===== src/shared/lane_word_regs.vh =====
`ifndef LANE_WORD_REGS_VH
`define LANE_WORD_REGS_VH
// symbol values, dx.y packs as {y, x}
`define SYM_K28_7     8'hfc
`define SYM_K28_5     8'hbc
`define SYM_D14_6     8'hce
`define SYM_D17_1     8'h31
`define SYM_D31_3     8'h7f
`define SYM_D15_6     8'hcf
`define SYM_D6_2      8'h46
`define SYM_D25_5     8'hb9
`define SYM_D6_5      8'ha6
`define SYM_D25_2     8'h59
`define SYM_D24_1     8'h38
`define SYM_D30_3     8'h7e
`define SYM_D4_3      8'h64
`define SYM_ZERO      8'h00
`define K_COMMA_ONLY  4'h1
`define K_NONE        4'h0
// register byte addresses
`define REG_CTRL      4'h0
`define REG_STATUS    4'h4
`define REG_RXINFO    4'h8
`define CTRL_RESET    32'h00000000
// control fields
`define CTRL_MODE_HI  2
`define CTRL_MODE_LO  0
`define CTRL_FLUSH    3
`define CTRL_START    4
`define CTRL_SCRAM    5
`define CTRL_RUN      6
`define CTRL_UNINV    7
// transmit modes
`define MODE_RUN      3'h0
`define MODE_INIT_WORD_ONE    3'h1
`define MODE_INIT_WORD_TWO    3'h2
`define MODE_INIT_WORD_THREE    3'h3
`define MODE_STBY     3'h4
// capability and cause bit positions
`define CAP_FLUSH     0
`define CAP_START     1
`define CAP_SCRAM     2
`define CAUSE_ERRORS  0
`define STBY_NEEDED   4'h8
`define SKIP_MAX      5000
`define SKIP_W        13
`endif


===== src/verilog/lane_control_word_codec.v =====
// How it works
// - skip word: comma k28.7 first, then id
// - every lane word carries id d14.6 second
// - skip word is k28.7 d14.6 d31.3 d31.3
// - receiver flags skip words for elastic buffer
// - idle words k28.7 d14.6 d15.6 d15.6
// - first init word k28.5 d14.6 d6.2 d6.2
// - detect inverted first init; never send it
// - second init word k28.5 d14.6 d6.5 d6.5
// - detect inverted second init; never send it
// - third init word k28.5 d14.6 d24.1 capability
// - capability bits: flush, start mode, scrambling
// - received flush flag one triggers flush
// - start flag: 0 auto, 1 explicit start
// - scrambling flag: 1 when data scrambled
// - standby words k28.7 d14.6 d30.3 d30.3
// - signal-loss words k28.7 d14.6 d4.3 cause
// - cause bit 0: 0 weak, 1 errors
// - eight standby words received suppress signal-loss
// - skip word at least every n words
// - idle when quality layer offers nothing
//
// Added by the designer: the Avalon-MM slave port and the placing of the registers.
`timescale 1ns/1ps
`include "lane_word_regs.vh"
module lane_control_word_codec #(
    parameter SKIP_INTERVAL = `SKIP_MAX
) (
    input  wire        clk,
    input  wire        rst,
    input  wire [3:0]  avs_address,
    input  wire        avs_read,
    input  wire        avs_write,
    input  wire [31:0] avs_writedata,
    output reg  [31:0] avs_readdata,
    output reg         avs_waitrequest,
    input  wire        tx_ready,
    output reg  [31:0] tx_word,
    output reg  [3:0]  tx_k,
    input  wire [31:0] ql_word,
    input  wire [3:0]  ql_k,
    input  wire        ql_valid,
    output reg         ql_ack,
    input  wire        rx_no_signal,
    input  wire        rx_error_burst,
    input  wire [31:0] rx_word,
    input  wire [3:0]  rx_k,
    input  wire        rx_valid,
    output reg         rx_invert,
    output reg         rx_skip_seen,
    output reg         rx_idle_seen,
    output reg         rx_init_one_seen,
    output reg         rx_init_two_seen,
    output reg         rx_init_three_seen,
    output reg         rx_standby_seen,
    output reg         rx_loss_seen,
    output reg         flush_request
);

    // interval is held in 32 bits first, then cut to the counter width on purpose
    localparam [31:0]        SKIP_LAST_FULL = SKIP_INTERVAL - 1;
    localparam [`SKIP_W-1:0] SKIP_LAST      = SKIP_LAST_FULL[`SKIP_W-1:0];

    // builds a lane word, comma in the low symbol so it goes out first
    function [31:0] lane_word;
        input [7:0] comma;
        input [7:0] kind;
        input [7:0] last;
        begin
            lane_word = {last, kind, `SYM_D14_6, comma};
        end
    endfunction

    // compares the first three symbols and the k flags of a word
    function head_match;
        input [31:0] word;
        input [3:0]  k;
        input [7:0]  comma;
        input [7:0]  id;
        input [7:0]  kind;
        begin
            head_match = (k == `K_COMMA_ONLY) && (word[7:0] == comma) &&
                         (word[15:8] == id) && (word[23:16] == kind);
        end
    endfunction

    reg  [31:0]        ctrl;
    wire [2:0]         tx_mode;
    reg  [`SKIP_W-1:0] skip_count;
    reg  [3:0]         standby_count;
    reg  [7:0]         far_capability;
    reg  [7:0]         far_cause;
    reg                next_inv_clear;
    wire               loss_suppressed;
    wire               loss_active;
    wire [7:0]         cap_sym;
    wire [7:0]         cause_sym;
    wire               bus_req;

    assign tx_mode         = ctrl[`CTRL_MODE_HI:`CTRL_MODE_LO];
    assign loss_suppressed = (standby_count == `STBY_NEEDED);
    assign loss_active     = (rx_no_signal | rx_error_burst) & ~loss_suppressed;
    assign bus_req         = avs_read | avs_write;

    // reserved capability bits go out as zero
    assign cap_sym = {5'h00,
                      ctrl[`CTRL_SCRAM],
                      ctrl[`CTRL_START],
                      ctrl[`CTRL_FLUSH]};

    // weak signal reports 0, so an error burst alone reports 1
    assign cause_sym = {7'h00, rx_error_burst & ~rx_no_signal};

    // avalon slave: one wait state, then the answer stands for one edge
    always @(posedge clk) begin
        if (rst) begin
            avs_waitrequest <= 1'b1;
            avs_readdata    <= 32'h00000000;
            ctrl            <= `CTRL_RESET;
            next_inv_clear  <= 1'b0;
        end else begin
            next_inv_clear <= 1'b0;
            if (bus_req && avs_waitrequest) begin
                avs_waitrequest <= 1'b0;
                case (avs_address)
                    `REG_CTRL: begin
                        avs_readdata <= ctrl;
                    end
                    `REG_STATUS: begin
                        avs_readdata <= {26'h0000000, standby_count,
                                         loss_suppressed, rx_invert};
                    end
                    `REG_RXINFO: begin
                        avs_readdata <= {16'h0000, far_cause, far_capability};
                    end
                    default: begin
                        avs_readdata <= 32'h00000000;
                    end
                endcase
            end else begin
                avs_waitrequest <= 1'b1;
                if (avs_write && !avs_waitrequest && avs_address == `REG_CTRL) begin
                    ctrl           <= {24'h000000, 1'b0, avs_writedata[6:0]};
                    next_inv_clear <= avs_writedata[`CTRL_UNINV];
                end
            end
        end
    end

    // transmit word selection, one word per tx_ready cycle
    always @(posedge clk) begin
        if (rst) begin
            tx_word    <= lane_word(`SYM_K28_7, `SYM_D15_6, `SYM_D15_6);
            tx_k       <= `K_COMMA_ONLY;
            skip_count <= {`SKIP_W{1'b0}};
            ql_ack     <= 1'b0;
        end else begin
            ql_ack <= 1'b0;
            if (tx_ready) begin
                if (skip_count >= SKIP_LAST) begin
                    // skip has top priority so the interval holds in every mode
                    tx_word    <= lane_word(`SYM_K28_7, `SYM_D31_3, `SYM_D31_3);
                    tx_k       <= `K_COMMA_ONLY;
                    skip_count <= {`SKIP_W{1'b0}};
                end else begin
                    skip_count <= skip_count + 1'b1;
                    tx_k       <= `K_COMMA_ONLY;
                    // inverted init patterns have no encoding here at all
                    if (loss_active) begin
                        tx_word <= lane_word(`SYM_K28_7, `SYM_D4_3, cause_sym);
                    end else begin
                        case (tx_mode)
                            `MODE_INIT_WORD_ONE: begin
                                tx_word <= lane_word(`SYM_K28_5, `SYM_D6_2, `SYM_D6_2);
                            end
                            `MODE_INIT_WORD_TWO: begin
                                tx_word <= lane_word(`SYM_K28_5, `SYM_D6_5, `SYM_D6_5);
                            end
                            `MODE_INIT_WORD_THREE: begin
                                tx_word <= lane_word(`SYM_K28_5, `SYM_D24_1, cap_sym);
                            end
                            `MODE_STBY: begin
                                tx_word <= lane_word(`SYM_K28_7, `SYM_D30_3, `SYM_D30_3);
                            end
                            default: begin
                                // an ack is pending while the layer swaps its word
                                if (ctrl[`CTRL_RUN] && ql_valid && !ql_ack) begin
                                    tx_word <= ql_word;
                                    tx_k    <= ql_k;
                                    ql_ack  <= 1'b1;
                                end else begin
                                    tx_word <= lane_word(`SYM_K28_7, `SYM_D15_6, `SYM_D15_6);
                                end
                            end
                        endcase
                    end
                end
            end
        end
    end

    // receive decode; words arriving here are already corrected for inversion
    always @(posedge clk) begin
        if (rst) begin
            rx_invert          <= 1'b0;
            rx_skip_seen       <= 1'b0;
            rx_idle_seen       <= 1'b0;
            rx_init_one_seen   <= 1'b0;
            rx_init_two_seen   <= 1'b0;
            rx_init_three_seen <= 1'b0;
            rx_standby_seen    <= 1'b0;
            rx_loss_seen       <= 1'b0;
            flush_request      <= 1'b0;
            standby_count      <= 4'h0;
            far_capability     <= 8'h00;
            far_cause          <= 8'h00;
        end else begin
            rx_skip_seen       <= 1'b0;
            rx_idle_seen       <= 1'b0;
            rx_init_one_seen   <= 1'b0;
            rx_init_two_seen   <= 1'b0;
            rx_init_three_seen <= 1'b0;
            rx_standby_seen    <= 1'b0;
            rx_loss_seen       <= 1'b0;
            flush_request      <= 1'b0;
            if (next_inv_clear) begin
                rx_invert <= 1'b0;
            end
            if (rx_valid) begin
                if (head_match(rx_word, rx_k, `SYM_K28_5, `SYM_D17_1, `SYM_D25_5) &&
                    rx_word[31:24] == `SYM_D25_5) begin
                    rx_invert <= ~rx_invert;
                end
                if (head_match(rx_word, rx_k, `SYM_K28_5, `SYM_D17_1, `SYM_D25_2) &&
                    rx_word[31:24] == `SYM_D25_2) begin
                    rx_invert <= ~rx_invert;
                end
                if (head_match(rx_word, rx_k, `SYM_K28_7, `SYM_D14_6, `SYM_D31_3) &&
                    rx_word[31:24] == `SYM_D31_3) begin
                    rx_skip_seen <= 1'b1;
                end
                if (head_match(rx_word, rx_k, `SYM_K28_7, `SYM_D14_6, `SYM_D15_6) &&
                    rx_word[31:24] == `SYM_D15_6) begin
                    rx_idle_seen <= 1'b1;
                end
                if (head_match(rx_word, rx_k, `SYM_K28_5, `SYM_D14_6, `SYM_D6_2) &&
                    rx_word[31:24] == `SYM_D6_2) begin
                    rx_init_one_seen <= 1'b1;
                    // a fresh handshake means the far end left standby
                    standby_count    <= 4'h0;
                end
                if (head_match(rx_word, rx_k, `SYM_K28_5, `SYM_D14_6, `SYM_D6_5) &&
                    rx_word[31:24] == `SYM_D6_5) begin
                    rx_init_two_seen <= 1'b1;
                end
                if (head_match(rx_word, rx_k, `SYM_K28_5, `SYM_D14_6, `SYM_D24_1)) begin
                    rx_init_three_seen <= 1'b1;
                    far_capability     <= {5'h00, rx_word[26:24]};
                    flush_request      <= rx_word[24 + `CAP_FLUSH];
                end
                if (head_match(rx_word, rx_k, `SYM_K28_7, `SYM_D14_6, `SYM_D30_3) &&
                    rx_word[31:24] == `SYM_D30_3) begin
                    rx_standby_seen <= 1'b1;
                    if (standby_count != `STBY_NEEDED) begin
                        standby_count <= standby_count + 1'b1;
                    end
                end
                if (head_match(rx_word, rx_k, `SYM_K28_7, `SYM_D14_6, `SYM_D4_3)) begin
                    rx_loss_seen <= 1'b1;
                    far_cause    <= {7'h00, rx_word[24 + `CAUSE_ERRORS]};
                end
            end
        end
    end

endmodule

===== config.mk =====
export PLATFORM = sky130hd
export DESIGN_NAME = lane_control_word_codec
export DESIGN_NICKNAME = d
export VERILOG_FILES = /design/src/verilog/lane_control_word_codec.v
export VERILOG_INCLUDE_DIRS = /design/src /design/src/shared
export SDC_FILE = /design/constraint.sdc
export NUM_CORES = 1
export LEC_CHECK = 0
export ABC_AREA = 1
export BUFFER_PORTS_ARGS = -buffer_cell sky130_fd_sc_hd__buf_2
export CAP_MARGIN = 20
export CORE_MARGIN = 3
export CORE_UTILIZATION = 45
export DETAILED_ROUTE_END_ITERATION = 6
export GPL_TIMING_DRIVEN = 0
export PLACE_DENSITY = 0.84
export SETUP_SLACK_MARGIN = 0.3
export SYNTH_ARGS = -nofsm -noshare
export SYNTH_HDL_FRONTEND = slang
export SYNTH_SLANG_ARGS = --single-unit

===== constraint.sdc =====
create_clock -name clk -period 4.31 [get_ports clk]
set_clock_uncertainty 0.2 [all_clocks]
set_input_delay 0.431 -clock clk [delete_from_list [all_inputs] [get_ports clk]]
set_output_delay 0.431 -clock clk [all_outputs]
set_load 0.01 [all_outputs]

======== After elaboration in Yosys (flattened, before gate mapping) ========
Index checks and enable logic that the tools add are counted.
storage, ports and cells
  output and inout bits ................... 79
  flip-flop bits (word level) ............. 108
cells by class
  reductions and logical operators ........ 37
  add/sub/neg operators ................... 2
  magnitude comparators ................... 1
  equal/unequal tests ..................... 29
  mux-type cells .......................... 26
  bitwise logic cells ..................... 12
operators by type and width
  kind                   number
  $pmux 32 s4            1
  $mux 32                3
  $eq 8x7->1 const B     9
  $eq 8x8->1 const B     9
  $mux 4                 7
  $pmux 9 s3             1
  $logic_and 1x1->1      26
  $eq 8x6->1 const B     2
  $add 13x1->13 const B  1
  $ge 13x13->1 const B   1
  $mux 1                 13
  $mux 13                1
  $eq 4x4->1 const B     2
  $not 1->1              8
  $reduce_or 8->1        1
  $eq 3x2->1 const B     2
  $reduce_and 2->1       3
  $reduce_or 3->1        2
  $add 4x1->4 const B    1
  $eq 4x1->1 const B     1
  $eq 4x3->1 const B     1
  $logic_not 4->1        1
  $ne 4x4->1 const B     1
  $reduce_or 4->1        1
  6 further kinds        9

======== Logic depth before layout (Yosys ltp) ========
Gate-level depths: netlist (run 1).
  word-level depth ........................ 8
  depth in mapped cells ................... 13
  depth with buffers taken out ............ 12

======== Least setup slack after synthesis (run 1) ========
OpenSTA, ideal clock, no wires.
  path type ............................... flip-flop to flip-flop
  start point ............................. register skip_count[0]
  end point ............................... register skip_count[12]
  data arrival time ....................... 1.406 ns
  buffers on the path ..................... 1
  data required time ...................... 3.993 ns
  stages on the path, launching flop included .. 10
  clock period less this slack ............ 1.723 ns
  setup slack ............................. 2.587 ns
  path through ............................ dfxtp_1 -> ha_1 -> nand2_1 -> nand4_1 -> nand2_1 -> a21boi_1 -> nand2_1 -> nand2_1 -> buf_2 -> nor2_1
on the way
  word-level cells in the longest chain between the ends .. 2
  elaborated cells on any way between the ends .. 3
  classes of those cells .................. 1 x add/sub; 1 x order compare; 1 x mux
ends and longest elaborated chain
  what                                           line                                                          text
  start, declared                                lane_control_word_codec.v:89                                  reg [`SKIP_W-1:0] skip_count;
  start signal, assigned                         lane_control_word_codec.v:155                                 skip_count <= {`SKIP_W{1'b0}};
  start signal, assigned                         lane_control_word_codec.v:164                                 skip_count <= {`SKIP_W{1'b0}};
  start signal, assigned                         lane_control_word_codec.v:166                                 skip_count <= skip_count + 1'b1;
  $add 13x1->13 or $ge 13x13->1 (tied branches)  lane_control_word_codec.v:166, lane_control_word_codec.v:160
  $mux 13 (*)                                    lane_control_word_codec.v:160                                 if (skip_count >= SKIP_LAST) begin
Mark *: on every way between the ends. The rest lies on a longest branch, timed or not.
A chain may end at the register's enable or synchronous reset.

======== Worst setup path after layout (run 1) ========
  start point ............................. register standby_count[1]
  end point ............................... register tx_k[3]
on the way
  word-level cells in the longest chain between the ends .. 5
ends and longest elaborated chain
  what                         line                           text
  start, declared              lane_control_word_codec.v:90   reg [3:0] standby_count;
  start signal, assigned       lane_control_word_codec.v:265  standby_count <= standby_count + 1'b1;
  $eq 4x4->1 (no source line)  n/a
  $not 1->1                    lane_control_word_codec.v:102  assign loss_active = (rx_no_signal | rx_error_burst) & ~loss_suppressed;
  $and 1x1->1                  lane_control_word_codec.v:102
  $mux 4                       lane_control_word_codec.v:169  if (loss_active) begin
  $mux 4                       lane_control_word_codec.v:160
  end signal, assigned         lane_control_word_codec.v:154  tx_k <= `K_COMMA_ONLY;
  end signal, assigned         lane_control_word_codec.v:163  tx_k <= `K_COMMA_ONLY;
  end signal, assigned         lane_control_word_codec.v:167  tx_k <= `K_COMMA_ONLY;
  end, declared                lane_control_word_codec.v:39   output reg [3:0] tx_k,
No other way between the ends.

==> results of run 1 <==
==> worst min-delay path, cell delays in order <==
cell and delay, ps:
buf_2 80, o21ai_1 60, nand2_1 50
==> power breakdown <==
part	total (W)	switching [W]	internal [W]
registers	0.000805	0.0000101	0.000795
logic	0.000215	0.000128	0.0000877
clock network	0.000564	0.000295	0.000269
==> cell type report <==
cell class	instances	area (um^2)	area share [%]
clock inverter	7	75.1	1.35
timing repair buffer	144	721	13.0
buffer	46	279	5.03
inverter	68	260	4.69
sequential	84	1680	30.3
tap	129	161	2.91
clock buffer	9	124	2.23
multi-input combinational	473	2240	40.4
==> flip-flops by register name, summed over array words and instances, names as in the netlist, 3 cells and up <==
name	cells
skip_count	13
far_capability	3
tx_word	32
tx_k	4
ctrl	7
avs_readdata	8
standby_count	4
==> cells in the mapped netlist (9+ instances only) <==
master    number  area, um^2
dfxtp_1       84        1680
nand3_1       30         150
nand2_1      151         567
nor2_1        86         323
inv_1         55         206
buf_4         24         180
clkbuf_1      13        48.8
nor2_2         9        56.3
nor4_1        10        62.6
nand4_1       22         138
inv_2         12        45.0
o21ai_1       10        50.1
o21ai_0       26         130
a21oi_1       54         270
==> per-layer routing <==
layer / wire length, um / up-vias / part of all wire, % / GRT usage (%)
li1: - / 2421 / - / -
met1: 5100 / 2137 / 41 / 26.8
met2: 5990 / 198 / 49 / 37.9
met3: 1000 / 26 / 8.1 / 6.30
met4: 246 / 0 / 2.0 / 7.12
met5: 0 / - / 0 / 0
==> kinds of logic (layout without fill, tap and decap cells) <==
group / Yosys count / count (layout) / synth area share [%]
AO/OA/AOI/OAI: 108 / 108 / 13.4
other: 1 / 24 / 0.0857
flip-flops: 84 / 84 / 38.4
adder cells (fa/ha/maj): 3 / 3 / 0.858
AND/OR/NAND/NOR: 330 / 330 / 33.3
XOR/XNOR: 8 / 8 / 1.60
buffers and inverters: 114 / 274 / 12.3
==> per-stage QoR <==
step                      cell area, um^2  cells  setup WS [ps]
after global routing                 5540    960           2010
after CTS                            5540    960           2200
after global placement               5350    944           2150
after detailed placement             5350    944           2150
after floorplan                      4460    671           2590
final                                5540    960           2190
==> path summary, 6_finish.rpt <==
| path | startpoint | end | slack [ps] | depth (start not counted) |
|---|---|---|---|---|
| min reg2reg | tx_word[22] | tx_word[22] | 260 | 2 |
| min | ql_word[23] | tx_word[23] | 80 | 3 |
| max | standby_count[1] | tx_k[3] | 2190 | 9 |
| max reg2reg | standby_count[1] | tx_k[3] | 2190 | 9 |
==> impl_metrics.tcl, run 1 <==
set metrics [dict create \
    rsz0062_at_grt "false" \
    drive_gt1_share_pct 27.2 \
    ioPinCount 196 \
    slew_viol_final 0 \
    area_growth_pct 26.7 \
    n_antenna_cell 0 \
    ant_nets 0 \
    powerDensity_nw_per_um2 286 \
    ys_seq_area_share_pct 38.4 \
    startpoint_type "flop" \
    worst-path-buf-inv 3 \
    dieHeight_um 105 \
    port_buffers 144 \
    cap_violations 0 \
    clk_pin_slew_ps 90 \
    track_usage_pct 22.1 \
    crit_chain "inv_1, ha_1, nand3_1, o21ai_2, nand2_2, inv_2, buf_2, nand4_1, a21oi_1" \
    async_reset_ff_share_pct 0 \
    grt.overflow.total 0 \
    p_leak_nw 2.59 \
    holdWs_ps 82.9 \
    syn_area_per_cell_um2 6.75 \
    synth_edf_count 0 \
    clk_latency_ps 360 \
    crit_family "simple AND/OR/NAND/NOR gates" \
    h-tree-depth 3 \
    dr.pass1.iters 5 \
    fin_total_pwr_w 0.00158 \
    grt_pass1_vias 4306 \
    post_cts_buffers 0 \
    peakVddDrop_mv 0.215 \
    grt_max_degree 16 \
    cts_hold_buf 0 \
    timing.fmax_ghz 0.472 \
    synth_seq_cells 84 \
    cts_buffers 9 \
    netlist_instances 648 \
    status "completed" \
    period_needed_ps 2120 \
    crit_type "reg2reg" \
    vias 4782 \
    cts_tree "built" \
    yosysWarningCount 0 \
    cp_max_fo 10 \
    start_util_pct 46.9 \
    min_path_type "in2reg" \
    worstPathArrival_ps 2210 \
    hpwl_um 9750 \
    drc_errors 0 \
    rows 35 \
    required_ps 4400 \
    final_util_pct 59.4 \
    drt_iter0_drc 245 \
    grt_first_pass_wirelength_um 20000 \
    core_um2 9330 \
    finalCritPeriodShare_pct 49.1 \
    clock_sinks 84 \
    max-slew-margin-rel_pct 57.7 \
    finalHoldViolCount 0 \
    setup_tns_ps 0 \
    synthDistinctLibCells 39 \
    synthFlopType "dfxtp_1" \
    nNetsFinal 946 \
    ctsResizeCount 0 \
    fill_cells 905 \
    finalSetupViolCount 0 \
    tightestPinTransition_ps 629 \
    cts_buffer_depth 2 \
    finalWirelength_um 12300 \
    slowest_stage "dfxtp_1" \
    die-area_um2 10900 \
    cts_root_buf "clkbuf_8" \
    avgViaCountPerCell 4.98 \
    netlist_area_um2 4380 \
    die_x_um 105 \
    endpoint_kind "flop" \
    wl_per_cell_um 12.8 \
    final_cell_mix "nand2_1, buf_2, nor2_1" \
    critPathMaxStageDelay_ps 360 \
    gp_congestion 0.923 \
    antenna_found_initial 0 \
]
Power figures use the tool's default switching activity.
==> run 2, diff against run 1 <==
==> constraint.sdc (replaced) <==
create_clock -name clk -period 2.1 [get_ports clk]
set_clock_uncertainty 0.2 [all_clocks]
set_input_delay 0.21 -clock clk [delete_from_list [all_inputs] [get_ports clk]]
set_output_delay 0.21 -clock clk [all_outputs]
set_load 0.01 [all_outputs]
==> run 2 against run 1 <==
Against the previous run: the run now ends with design-rule violations left; cell count up 8.2%; worst hold slack worse by 71 ps; count of clock-buffer cells in the layout unchanged; total power up 120%; clock power up 110%; largest cell class unchanged.
==> impl_metrics.tcl, run 2 (synthesis results as in run 1) <==
set metrics [dict create \
    grt_first_pass_wirelength_um 22800 \
    violations "design-rule violations" \
    grt_max_degree 16 \
    final_util_pct 70.7 \
    fin_total_pwr_w 0.00343 \
    cts_tree "built" \
    regMostFlops "tx_word" \
    min_path_type "in2reg" \
    grt_pass1_vias 4873 \
    slew_viol_final 0 \
    power_frac_clock_pct 34.3 \
    cts_buffers 9 \
    gp_congestion 0.923 \
    required_ps 2150 \
    vias 5595 \
    finalSetupViolCount 0 \
    p_seq_share_pct 48.2 \
    clock_sinks 84 \
    worstPathArrival_ps 1950 \
    met3_usage_pct 5.99 \
    setup_tns_ps 0 \
    wl_per_cell_um 15.9 \
    place_inst 944 \
    cts_buffer_depth 2 \
    fill_cells 670 \
    p_comb_share_pct 17.6 \
    finalHoldViolCount 0 \
    clk_latency_ps 360 \
    start_util_pct 46.9 \
    powerDensity_nw_per_um2 521 \
    finalCritPeriodShare_pct 90.4 \
    ant_nets 0 \
    top_usage_layer "met2" \
    track_usage_pct 25.3 \
    reg_top3 "tx_word x32, skip_count x13, avs_readdata x8" \
    cp_max_fo 5 \
    ioPinCount 196 \
    status "complete, but fails checks" \
    die_x_um 105 \
    grt_use_met2_pct 44.5 \
    endpoint_kind "flop" \
    grt.overflow.total 0 \
    cts_root_buf "clkbuf_8" \
    max-slew-margin-rel_pct 59.6 \
    core_um2 9330 \
    rsz0062_at_grt "true" \
    fin_area_um2 6600 \
    area_growth_pct 50.7 \
    port_buffers 144 \
    dieHeight_um 105 \
    peakVddDrop_mv 0.403 \
    dr.pass1.iters 7 \
    intPower_w 0.00246 \
    die-area_um2 10900 \
    seqCellArea_um2 1700 \
    period_needed_ps 1900 \
    tightestPinTransition_ps 606 \
    clk_pin_slew_ps 90 \
    avgViaCountPerCell 5.38 \
    antenna_found_initial 1 \
    h-tree-depth 3 \
    p_sw_share_pct 28.4 \
    hpwl_um 9750 \
    layout_commonest_cell "buf_2" \
    cap_violations 0 \
    drc_errors 1 \
    rows 35 \
    largest_reg_flops 32 \
    use_met1_pct 29.1 \
    timing.fmax_ghz 0.527 \
    startpoint_type "flop" \
    p_switching_w 0.000976 \
    final_cell_mix "buf_2, nand2_1, nor2_1" \
    dpl_cell_area_um2 5350 \
    nNetsFinal 1024 \
    finalWirelength_um 16500 \
    crit_type "reg2reg" \
    multi_input_area_um2 2460 \
    fin_cells 1039 \
    drive_gt1_share_pct 31.8 \
    drt_iter0_drc 575 \
    p_leak_nw 3.02 \
]
[run 2: final cells by class]
type	count	share of cell area, %
buffer	46	4.63
tap	129	2.45
timing repair buffer	222	22.8
clock buffer	9	1.88
clock inverter	7	1.14
antenna	1	0.0379
sequential	84	25.7
inverter	68	4.17
multi-input combinational	473	37.2
[run 2: metal layers]
metal | part of all wire, % | vias to the layer above
li1 | - | 2585
met1 | 36 | 2479
met2 | 49 | 423
met3 | 9.6 | 108
met4 | 5.6 | 0
met5 | 0 | -
[run 2: what timing repair did]
item | 4_1_cts | 5_1_grt
resized for setup | 17 | 60
endpoints found under the setup margin | 47 | 56
setup buffers | 4 | 19
hold endpoints to repair | 46 | 1
gates cloned | 0 | 2
pin swaps | 2 | 18
hold buffers | 51 | 2
[run 2: critical path, stage by stage (launching register included)]
cell and delay, ps:
dfxtp_4 370, ha_4 160, nand2_4 70, nand4_1 110, nand2_2 120, nand2_2 70, nand2_4 110, nand2_4 90
buf_8 150, nor2_4 80, nand2_1 70, nand2_1 90, nand2_1 80
[run 2: worst paths after layout]
kind / from / end / slack, ps / depth (start not counted)
hold reg to reg: tx_word[22] / tx_word[22] / 260 / 2
setup reg to reg: skip_count[1] / tx_word[4] / 200 / 12
setup / recovery: skip_count[1] / tx_word[4] / 200 / 12
hold / removal: rx_word[31] / rx_skip_seen / 10 / 4
[run 2: through the flow]
stage                     hold slack (ps)  setup WS [ps]
after detailed placement              224           6.65
after CTS                           -23.3            300
after floorplan                       129            377
after global routing                 22.2            135
final                                11.8            202
after global placement                220           11.7
[run 2: power by group through the flow]
stage	logic (W)	clock network, W	registers [W]
final	0.000603	0.00118	0.00165
after global routing	0.000647	0.00124	0.00166
after CTS	0.000518	0.00118	0.00165
after detailed placement	0.000436	0	0.00169
after global placement	0.000431	0	0.00169
after floorplan	0.000231	0	0.00170
==> run 3, diff against run 2 <==
--- a/config.mk
+++ b/config.mk
@@ -9,11 +9,13 @@
 export ABC_AREA = 1
 export BUFFER_PORTS_ARGS = -buffer_cell sky130_fd_sc_hd__buf_2
 export CAP_MARGIN = 20
+export CELL_PAD_IN_SITES_DETAIL_PLACEMENT = 1
+export CELL_PAD_IN_SITES_GLOBAL_PLACEMENT = 2
 export CORE_MARGIN = 3
-export CORE_UTILIZATION = 45
+export CORE_UTILIZATION = 24
 export DETAILED_ROUTE_END_ITERATION = 6
 export GPL_TIMING_DRIVEN = 0
-export PLACE_DENSITY = 0.84
+export PLACE_DENSITY = 0.87
 export SETUP_SLACK_MARGIN = 0.3
 export SYNTH_ARGS = -nofsm -noshare
 export SYNTH_HDL_FRONTEND = slang
==> run 3 against run 2 <==
Against the previous run: the run now ends clean; register-to-register slack better by 50 ps; final area up 0.89%; sequential power about the same; via count down 8.7%; critical endpoint unchanged; largest power group unchanged.
==> impl_metrics.tcl, run 3 (synthesis results as in run 1) <==
set metrics [dict create \
    status "completed" \
    p_seq_share_pct 43.8 \
    regMostFlops "tx_word" \
    fill_cells 2229 \
    grt_first_pass_wirelength_um 26800 \
    worstPathArrival_ps 1870 \
    drc_errors 0 \
    final_cell_mix "buf_2, nand2_1, nor2_1" \
    cap_violations 0 \
    ant_nets 0 \
    ioPinCount 196 \
    cts_root_buf "clkbuf_16" \
    port_buffers 144 \
    rr_worst_depth 13 \
    whs_path_depth 3 \
    finalWirelength_um 17300 \
    hpwl_um 12800 \
    timing.fmax_ghz 0.542 \
    drt_iter0_drc 254 \
    vias 5109 \
    startpoint_type "flop" \
    intPower_w 0.00272 \
    tightestPinTransition_ps 651 \
    wl_per_cell_um 15.5 \
    endpoint_kind "flop" \
    max-slew-margin-rel_pct 56.6 \
    nNetsFinal 1006 \
    required_ps 2130 \
    clock_sinks 84 \
    grt_max_degree 15 \
    largest_reg_flops 32 \
    finalSetupViolCount 0 \
    grt_pass1_vias 5188 \
    grt.overflow.total 0 \
    power_frac_clock_pct 40.8 \
    fin_cells 1117 \
    place_inst 1040 \
    cts_tree "built" \
    p_switching_w 0.00105 \
    core_um2 17600 \
    cp_max_fo 10 \
    fin_area_um2 6660 \
    clk_pin_slew_ps 60 \
    finalHoldViolCount 0 \
    crit_type "reg2reg" \
    setup_tns_ps 0 \
    dr.pass1.iters 4 \
    slew_viol_final 0 \
    dieHeight_um 141 \
    track_usage_pct 16.9 \
    avgViaCountPerCell 4.57 \
    p_comb_share_pct 15.4 \
    reg_top3 "tx_word x32, skip_count x13, avs_readdata x8" \
    period_needed_ps 1840 \
    start_util_pct 24.9 \
    area_growth_pct 52.1 \
    die_x_um 141 \
    clk_latency_ps 350 \
    h-tree-depth 3 \
    min_path_type "in2reg" \
    peakVddDrop_mv 0.379 \
    rows 48 \
    antenna_found_initial 2 \
    holdWs_ps 6.65 \
    p_leak_nw 3.02 \
    die-area_um2 19900 \
    drive_gt1_share_pct 32.1 \
    finalCritPeriodShare_pct 87.8 \
    cts_buffer_depth 2 \
    powerDensity_nw_per_um2 567 \
    layout_commonest_cell "buf_2" \
    dpl_cell_area_um2 5470 \
    p_sw_share_pct 27.9 \
    ff2ff_setup_slack_ps 260 \
    cts_buffers 9 \
    gp_congestion 0.837 \
    rsz0062_at_grt "true" \
]
## run 3: per-stage QoR
step	total power (W)	utilization, %	setup WS [ps]
after floorplan	0.00193	-	377
after global placement	0.00215	31.1	-66.1
after detailed placement	0.00216	31.1	-97.8
after CTS	0.00377	36.1	301
after global routing	0.00395	37.8	171
final	0.00377	37.8	255
## run 3: area by class of cell
class	instances	area, um^2	area share, %
multi-input cells	473	2490	37.4
flip-flops and latches	84	1700	25.5
repair buffers	204	1330	19.9
plain buffers	46	309	4.64
well taps	225	282	4.23
inverters	68	270	4.06
clock buffers	10	239	3.59
clock inverters	6	40.0	0.602
diodes	1	2.50	0.0376
## run 3: repair_timing
item,CTS,global route
gates resized for setup,31,57
hold buffers,42,0
endpoints found under the hold margin,39,0
setup buffers,10,7
endpoints found under the setup margin,49,57
pin swaps,7,20
gates cloned,0,1
## run 3: worst paths after layout
path               start     endpoint
max              ctrl[0]   tx_word[4]
min          ql_word[16]  tx_word[16]
max reg2reg      ctrl[0]   tx_word[4]
min reg2reg  tx_word[23]  tx_word[23]
## run 3: power by group through the flow
| stage | registers [W] | logic, W | clock network [W] |
|---|---|---|---|
| after floorplan | 0.00170 | 0.000231 | 0 |
| after global placement | 0.00169 | 0.000461 | 0 |
| after detailed placement | 0.00169 | 0.000468 | 0 |
| after CTS | 0.00165 | 0.000551 | 0.00157 |
| after global routing | 0.00166 | 0.000645 | 0.00164 |
| final | 0.00165 | 0.000580 | 0.00154 |
## run 3: per-layer routing
| metal | track usage [%] | vias to the layer above | wire length [um] |
|---|---|---|---|
| li1 | - | 2551 | - |
| met1 | 20.4 | 2396 | 7430 |
| met2 | 28.9 | 146 | 8390 |
| met3 | 5.39 | 14 | 1260 |
| met4 | 4.79 | 2 | 187 |
| met5 | 0 | - | 13 |
## run 3: worst max-delay path, stage by stage, from the launching register on
cell	delay, ps
dfxtp_2	330
inv_4	100
nor2_4	60
nand2_2	80
nand2_4	70
nor2_8	120
nand2_4	110
inv_8	120
nand2_4	80
buf_12	150
nor2_4	80
nand2_1	60
nand2_1	90
nand2_1	70
